### src/core/setup_word_defines.vh
// Purpose: constants for the device-wide setup word decoder
// Assumes: 29-bit command words, bit 28 first in the word layout
// Notes:   field positions are bit indices into the command word
`ifndef SETUP_WORD_DEFINES_VH
`define SETUP_WORD_DEFINES_VH

`define CMD_W            29
`define CMD_RW_BIT       28
`define CMD_CHSEL_HI     27
`define CMD_CHSEL_LO     24
`define CMD_KIND_HI      23
`define CMD_KIND_LO      22
`define SETUP_W          22
`define SETUP_CLAMP_HI   21
`define SETUP_CLAMP_LO   18
`define SETUP_CMPOUT_HI  17
`define SETUP_CMPOUT_LO  14
`define SETUP_CMPPWR     13
`define SETUP_GNDSEL     12
`define SETUP_GUARD_ALM  11
`define SETUP_CLAMP_ALM  10
`define SETUP_SENSE_SHT  9
`define SETUP_GUARD_EN   8
`define SETUP_GAIN_HI    7
`define SETUP_GAIN_LO    6
`define SETUP_TMP_EN     5
`define SETUP_TMP_HI     4
`define SETUP_TMP_LO     3
`define SETUP_LATCHED    2
`define SETUP_UNUSED_HI  1
`define SETUP_UNUSED_LO  0
`define SETUP_RESET      22'h000000
`define CHSEL_NONE       4'h0
`define KIND_SETUP       2'h0
`define CHAN_N           4
`define SETUP_UNUSED_FILL 2'h0

`endif

### src/core/system_setup_word_decoder.v
// Purpose: decodes framed 29-bit commands into the device-wide setup register
// Assumes: word and strobe come from the serial framer on clk_sys_i
// Notes:   reserved encodings are ignored, no error is flagged
// Overview of operation
// - setup written only when channel and kind zero
// - one shared setup register per device
// - bit 28 low writes, high starts readback
// - bits 21..18 are per-channel clamp enables
// - channel register also writes same clamp state
// - readback shows latest clamp write, either path, from before the read cycle
// - bits 17..14 comparator outputs, high-Z after reset
// - lower bits: power, ground, alarms, guard, gain, thermal
// - comparator power defaults off, bit controls all
// - guard amplifier off until bit set
`timescale 1ns/1ps
`default_nettype none
`include "setup_word_defines.vh"

module system_setup_word_decoder (
    // clock and reset
    input  wire                    clk_sys_i,
    input  wire                    reset_i,
    // framed command from the serial receiver
    input  wire                    word_valid_i,
    input  wire [`CMD_W-1:0]       word_i,
    // per-channel clamp write from the channel register decoder
    input  wire [3:0]              chan_clamp_wr_i,
    input  wire                    chan_clamp_val_i,
    // readback
    output reg                     rdback_valid_o,
    output reg  [`SETUP_W-1:0]     rdback_data_o,
    // setup fields
    output wire [3:0]              clamp_on_o,
    output wire [3:0]              cmp_out_on_o,
    output wire [3:0]              cmp_out_oe_o,
    output wire                    cmp_power_on_o,
    output wire                    per_channel_ground_select_o,
    output wire                    guard_alarm_route_o,
    output wire                    clamp_alarm_route_o,
    output wire                    internal_sense_short_o,
    output wire                    guard_amp_on_o,
    output wire [1:0]              measure_gain_o,
    output wire                    thermal_shutdown_on_o,
    output wire [1:0]              thermal_limit_o,
    output wire                    alarm_latched_o
);

    // =====================================================
    // command decode
    // =====================================================
    function is_setup_addr;
        input [`CMD_W-1:0] w;
        begin
            is_setup_addr = (w[`CMD_CHSEL_HI:`CMD_CHSEL_LO] == `CHSEL_NONE) &&
                            (w[`CMD_KIND_HI:`CMD_KIND_LO] == `KIND_SETUP);
        end
    endfunction

    // =====================================================
    // field extraction, shared by the pins and the readback image
    // =====================================================
    function [3:0] clamp_bits;
        input [`SETUP_W-1:0] q;
        begin
            clamp_bits = q[`SETUP_CLAMP_HI:`SETUP_CLAMP_LO];
        end
    endfunction

    function [3:0] cmpout_bits;
        input [`SETUP_W-1:0] q;
        begin
            cmpout_bits = q[`SETUP_CMPOUT_HI:`SETUP_CMPOUT_LO];
        end
    endfunction

    function cmp_power_bit;
        input [`SETUP_W-1:0] q;
        begin
            cmp_power_bit = q[`SETUP_CMPPWR];
        end
    endfunction

    function gnd_select_bit;
        input [`SETUP_W-1:0] q;
        begin
            gnd_select_bit = q[`SETUP_GNDSEL];
        end
    endfunction

    function guard_alarm_bit;
        input [`SETUP_W-1:0] q;
        begin
            guard_alarm_bit = q[`SETUP_GUARD_ALM];
        end
    endfunction

    function clamp_alarm_bit;
        input [`SETUP_W-1:0] q;
        begin
            clamp_alarm_bit = q[`SETUP_CLAMP_ALM];
        end
    endfunction

    function sense_short_bit;
        input [`SETUP_W-1:0] q;
        begin
            sense_short_bit = q[`SETUP_SENSE_SHT];
        end
    endfunction

    function guard_en_bit;
        input [`SETUP_W-1:0] q;
        begin
            guard_en_bit = q[`SETUP_GUARD_EN];
        end
    endfunction

    function [1:0] gain_bits;
        input [`SETUP_W-1:0] q;
        begin
            gain_bits = q[`SETUP_GAIN_HI:`SETUP_GAIN_LO];
        end
    endfunction

    function thermal_en_bit;
        input [`SETUP_W-1:0] q;
        begin
            thermal_en_bit = q[`SETUP_TMP_EN];
        end
    endfunction

    function [1:0] thermal_limit_bits;
        input [`SETUP_W-1:0] q;
        begin
            thermal_limit_bits = q[`SETUP_TMP_HI:`SETUP_TMP_LO];
        end
    endfunction

    function latched_bit;
        input [`SETUP_W-1:0] q;
        begin
            latched_bit = q[`SETUP_LATCHED];
        end
    endfunction

    // image rebuilt from the same extractions, so readback matches the field pins
    // as they stood before the read cycle; unused bits always read low
    function [`SETUP_W-1:0] setup_image;
        input [`SETUP_W-1:0] q;
        begin
            setup_image = {clamp_bits(q),
                           cmpout_bits(q),
                           cmp_power_bit(q),
                           gnd_select_bit(q),
                           guard_alarm_bit(q),
                           clamp_alarm_bit(q),
                           sense_short_bit(q),
                           guard_en_bit(q),
                           gain_bits(q),
                           thermal_en_bit(q),
                           thermal_limit_bits(q),
                           latched_bit(q),
                           `SETUP_UNUSED_FILL};
        end
    endfunction

    wire addr_hit;
    wire setup_wr;
    wire setup_rd;
    wire [`SETUP_W-1:0] setup_q;

    assign addr_hit = is_setup_addr(word_i);
    // only a framed word acts, so no partial shift is ever seen
    assign setup_wr = word_valid_i && addr_hit && !word_i[`CMD_RW_BIT];
    assign setup_rd = word_valid_i && addr_hit && word_i[`CMD_RW_BIT];

    // =====================================================
    // shared register, single instance
    // =====================================================
    setup_field_store u_store (
        .clk_sys_i        (clk_sys_i),
        .reset_i          (reset_i),
        .setup_wr_i       (setup_wr),
        .setup_data_i     (word_i[`SETUP_W-1:0]),
        .chan_clamp_wr_i  (chan_clamp_wr_i),
        .chan_clamp_val_i (chan_clamp_val_i),
        .setup_q_o        (setup_q)
    );

    // =====================================================
    // readback
    // =====================================================
    // sampled from the stored value, so a clamp write of either path in the read cycle does not show
    always @(posedge clk_sys_i or posedge reset_i) begin
        if (reset_i) begin
            rdback_valid_o <= 1'b0;
            rdback_data_o  <= `SETUP_RESET;
        end else begin
            rdback_valid_o <= setup_rd;
            if (setup_rd) begin
                rdback_data_o <= setup_image(setup_q);
            end
        end
    end

    // =====================================================
    // field outputs
    // =====================================================
    assign clamp_on_o                  = clamp_bits(setup_q);
    assign cmp_out_on_o                = cmpout_bits(setup_q);
    // comparator pins float until enabled
    assign cmp_out_oe_o                = cmpout_bits(setup_q);
    assign cmp_power_on_o              = cmp_power_bit(setup_q);
    assign per_channel_ground_select_o = gnd_select_bit(setup_q);
    assign guard_alarm_route_o         = guard_alarm_bit(setup_q);
    assign clamp_alarm_route_o         = clamp_alarm_bit(setup_q);
    assign internal_sense_short_o      = sense_short_bit(setup_q);
    assign guard_amp_on_o              = guard_en_bit(setup_q);
    assign measure_gain_o              = gain_bits(setup_q);
    assign thermal_shutdown_on_o       = thermal_en_bit(setup_q);
    assign thermal_limit_o             = thermal_limit_bits(setup_q);
    assign alarm_latched_o             = latched_bit(setup_q);

endmodule
`default_nettype wire

### src/core/setup_field_store.v
// Purpose: holds the shared setup fields, one instance per device
// Assumes: write strobes come from the command decoder on clk_sys_i
// Notes:   clamp enables have two writers; the channel strobe wins per channel when both arrive in one cycle
`timescale 1ns/1ps
`default_nettype none
`include "setup_word_defines.vh"

module setup_field_store (
    // clock and reset
    input  wire                    clk_sys_i,
    input  wire                    reset_i,
    // device-wide write
    input  wire                    setup_wr_i,
    input  wire [`SETUP_W-1:0]     setup_data_i,
    // per-channel clamp write
    input  wire [3:0]              chan_clamp_wr_i,
    input  wire                    chan_clamp_val_i,
    // stored state
    output reg  [`SETUP_W-1:0]     setup_q_o
);

    integer i;
    reg [`SETUP_W-1:0] setup_nxt;

    always @* begin
        setup_nxt = setup_q_o;
        if (setup_wr_i) begin
            setup_nxt = setup_data_i;
            // unused bits always stored as zero
            setup_nxt[`SETUP_UNUSED_HI:`SETUP_UNUSED_LO] = 2'h0;
        end
        // same clamp state written by the channel path
        for (i = 0; i < `CHAN_N; i = i + 1) begin
            if (chan_clamp_wr_i[i]) begin
                setup_nxt[`SETUP_CLAMP_LO + i] = chan_clamp_val_i;
            end
        end
    end

    // all enables off, comparators unpowered, guard off at reset
    always @(posedge clk_sys_i or posedge reset_i) begin
        if (reset_i) begin
            setup_q_o <= `SETUP_RESET;
        end else begin
            setup_q_o <= setup_nxt;
        end
    end

endmodule
`default_nettype wire

### config.mk
export PLATFORM = sky130hd
export DESIGN_NAME = system_setup_word_decoder
export DESIGN_NICKNAME = d
export VERILOG_FILES = /design/src/core/system_setup_word_decoder.v /design/src/core/setup_field_store.v
export VERILOG_INCLUDE_DIRS = /design/src /design/src/core
export SDC_FILE = /design/constraint.sdc
export NUM_CORES = 1
export LEC_CHECK = 0
export BUFFER_PORTS_ARGS = -buffer_cell sky130_fd_sc_hd__buf_2
export CORE_ASPECT_RATIO = 1.2
export CORE_MARGIN = 5
export CORE_UTILIZATION = 45
export CTS_CLUSTER_DIAMETER = 200
export DETAILED_ROUTE_END_ITERATION = 7
export PLACE_DENSITY = 0.78
export SLEW_MARGIN = 20
export SYNTH_ARGS = -nofsm -noshare
export SYNTH_HDL_FRONTEND = slang
export SYNTH_SLANG_ARGS = --single-unit
### constraint.sdc
create_clock -name clk_sys_i -period 2.2 [get_ports clk_sys_i]
set_input_delay 0.44 -clock clk_sys_i [delete_from_list [all_inputs] [get_ports clk_sys_i]]
set_output_delay 0.44 -clock clk_sys_i [all_outputs]
set_load 0.02 [all_outputs]
# == Word-level counts from Yosys, hierarchy flattened ==
# Index checks and enable logic that the tools add are counted.
# totals
register_bits,41
latchBits,0
mem_bits_rw,0
mem_bits_ro,0
in_bits,37
output_inout_bits,47
memories,0
# op_classes
addsub,0
mul,0
div_mod_pow,0
order_cmp,0
n_eq_ne,0
shifts,0
mux,5
n_bitwise,0
n_reduce_logical,11
# op_table
operator,n
two-way mux 22 bit,1
nonzero test 2 bit,4
logical AND 1 bit,4
zero test 4 bit,1
two-way mux 1 bit,4
zero test 2 bit,1
zero test 1 bit,1

# == Longest topological paths before layout ==
# depth
ltp_word,6
ltp_mapped,4

# == Modules after synthesis ==
# A second synthesis with hierarchy kept.
# hier_totals
cells_unflattened,111
area_unflattened_um2,1747.9
# modules_own_cells
module,instances,cells_per_inst,area_per_inst_um2
system_setup_word_decoder,1,57,947.2
setup_field_store,1,54,800.8

# == Worst setup path before layout ==
# No wires, ideal clock.
# synth_path
path_type,input-to-reg
startpoint,input port word_i[27]
endpoint,register rdback_data_o[11]
setup_time_ps,125
t_arrival_ps,1925
required_time_ps,2075
slack_ps,150
path_stages,4
n_path_buf,1
cell_sequence,or4_4 or4_4 buf_6 mux2_4
# synth_between
elab_chain_len,4
# synth_lines
element,line_no,source
"start, declared",system_setup_word_decoder.v:25,"input wire [`CMD_W-1:0] word_i,"
zero test 4 bit (no source line),--,
logical AND 1 bit,system_setup_word_decoder.v:54,is_setup_addr = (w[`CMD_CHSEL_HI:`CMD_CHSEL_LO] == `CHSEL_NONE) &&
logical AND 1 bit (2 in a row),system_setup_word_decoder.v:175,assign setup_rd = word_valid_i && addr_hit && word_i[`CMD_RW_BIT];
"end signal, assigned",system_setup_word_decoder.v:197,rdback_data_o <= `SETUP_RESET;
"end signal, assigned",system_setup_word_decoder.v:201,rdback_data_o <= setup_image(setup_q);
"end, declared",system_setup_word_decoder.v:31,"output reg [`SETUP_W-1:0] rdback_data_o,"
# Every way passes these cells.
# A chain may end at the register's enable or synchronous reset.

# == Final worst setup path ==
# layout_path
startpoint,input port word_i[27]
endpoint,register rdback_data_o[19]
# The elaborated chain is that of the path after synthesis.

==> results.yml <==
sta:
  fin_crit_sh_pct: 88.2
  fmax_mhz: 516
  period_needed_ns: 1.94
  hold_viol_final: 0
  finalSetupViolCount: 0
  maxSlewViolCount: 0
  finalClockSkew_ns: 0.00103
  rsz0062_at_grt: "false"
pwr:
  power_density_mw_per_mm2: 659
  ir_drop_mv: 0.326
  p_leak_nw: 1.35
yosys:
  yosysUniqueCellTypes: 14
  ys_ff_latch: 41
  synth_warnings: 0
  seq_area_frac_synth_pct: 58.5
  synthCells: 108
  netlist_area_mm2: 0.00175
  synth_top_area_share_pct: 58.5
  syn_area_per_cell_um2: 16.2
  yosysTopAreaCell: "dfrtp_1"
  synth_area_leaders: "dfrtp_1 (58%), mux2_4 (16%), mux2_2 (11%), mux2i_1 (6.8%), buf_4 (2.6%)"
hold_path:
  hold_class: "in -> async"
floorplan:
  core_area_mm2: 0.00369
  die_area_mm2: 0.00525
  die_w_um: 67.0
  ios: 84
  fp.dieH_um: 78.4
  std_cell_rows: 24
  initial_core_util_pct: 47.5
clocking:
  cts_root_buf: "clkbuf_8"
  clkTransAtPathRegs_ns: 0.07
  cts_setup_buffers: 0
  clockBufferDepth: 2
  h-tree-depth: 2
  cts-buffers-inserted: 5
  cts_tree: "built"
  ctsHoldBuffers: 0
  insertion_delay_ns: 0.28
  cts.sinks: 41
  post_cts_resized: 0
worst_setup_path:
  slowest_stage: "or4_4"
  cp.required_ns: 2.37
  rrSetupSlack_ns: 1.40
  critical_path.max_stage_delay_ns: 0.53
  crit_chain: "buf_2 -> or4_4 -> or4_4 -> buf_12 -> mux2_4"
  end_kind: "register"
  reg2reg_from: "u_store.setup_q_o[19]"
  crit_path_start_kind: "input port"
  crit_path_max_fanout: 21
  cp_common_cell: "or4_4"
  path_class: "in -> reg"
  rr_endpoint: "rdback_data_o[19]"
  reg2reg_depth: 1
  cp.arrival_ns: 2.10
place:
  dp_cells: 233
  hpwl_mm: 2.93
  gp_congestion: 0.687
  port_buffers: 79
detailed_routing:
  routedWlPerCell_um: 16.0
  vias_per_cell: 4.90
  first_iter_violations: 40
  antenna_left: 0
  vias: 1172
  drt_first_pass_iters: 4
  drc_errors: 0
  routed_wl_mm: 3.82
final_layout:
  n_fill_cell: 319
  utilization_pct: 61.2
  final_common_cell: "buf_2"
  drive_above_1_share_pct: 68.4
  syn2layout_area_growth_pct: 28.8
  multi_input_area_um2: 649
  num_antenna_cells: 0
  fin_nets: 225
  seq_area_mm2: 0.00103
  stdcell_count: 239
  final_cell_mix: "buf_2 (79), dfrtp_1 (41), mux2_4 (19)"
outcome:
  status: "completed"
global_routing:
  grt_antenna_before_repair: 0
  gr-total-overflow: 0
  grt_first_pass_wirelength_mm: 6.31
  grt_pass1_vias: 1367
  grt_usage_pct: 15.6
  grt_max_degree: 38
run:
  maxCapViolations: 0
[through the flow]
step | cell area, µm² | setup slack (ns) | hold slack (ns) | setup TNS, ns | total power, W
after CTS | 2260 | 0.282 | 0.0313 | 0 | 0.00151
after floorplan | 1760 | 0.150 | 0.592 | 0 | 0.000980
final | 2260 | 0.260 | 0.0361 | 0 | 0.00149
after detailed placement | 2190 | -0.0253 | 0.340 | -0.331 | 0.00107
after global placement | 2190 | 0.00583 | 0.323 | 0 | 0.00106
after global routing | 2260 | 0.267 | 0.0389 | 0 | 0.00157
[per-layer routing]
layer,wire [µm],global-route usage (%)
met1,1540,18.1
met2,1930,27.3
met5,0,0
met3,318,4.29
met4,36,5.07
[registers in the layout, summed over array words and instances (netlist names)]
| name | cells |
|---|---|
| u_store.setup_q_o | 20 |
| rdback_valid_o | 1 |
| rdback_data_o | 20 |
[cell usage after synthesis]
cell / number
mux2_2: 17
buf_2: 2
mux2i_1: 12
conb_1: 1
dfrtp_1: 41
nand2_1: 1
mux2_4: 19
or4_4: 2
nor4_1: 1
nand2b_1: 1
inv_1: 2
buf_1: 1
buf_6: 2
buf_4: 6
[kinds of logic (layout without fill, tap and decap cells)]
| family | Yosys count | count (layout) | share of synthesized area [%] |
|---|---|---|---|
| multiplexers | 48 | 48 | 34.0 |
| flip-flops | 41 | 41 | 58.5 |
| buffers and inverters | 13 | 91 | 5.06 |
| AND/OR/NAND/NOR | 5 | 5 | 2.21 |
| other | 1 | 2 | 0.214 |
[final cells by class]
cell class / count / share of cell area, %
flip-flops and latches: 41 / 45.4
inverters: 2 / 0.332
well taps: 52 / 2.88
repair buffers: 83 / 19.4
clock buffers: 5 / 3.05
clock inverters: 1 / 0.221
multi-input cells: 55 / 28.7
[worst max-delay path, delay by kind of cell]
family / cells / cell delay, ns
buffers and inverters: 2 / 0.28
muxes: 1 / 0.31
and+or+nand+nor: 2 / 1.05
[worst max path at each step]
stage,from,to,slack [ns],cells after the start
detailed placement,word_i[27],rdback_data_o[19],-0.03,5
global placement,word_i[27],rdback_data_o[8],0.006,5
global route,word_i[27],rdback_data_o[19],0.27,5
floorplan,word_i[27],rdback_data_o[11],0.15,4
finish,word_i[27],rdback_data_o[19],0.26,5
CTS,word_i[27],rdback_data_o[3],0.28,5
[power by group]
part / total (W) / switching (W) / internal (W)
logic: 0.000228 / 0.000130 / 0.0000985
clock network: 0.000433 / 0.000224 / 0.000208
registers: 0.000828 / 0.0000319 / 0.000796
total: 0.00149 / 0.000386 / 0.00110
Note: power is estimated with default switching activity, not from simulation.
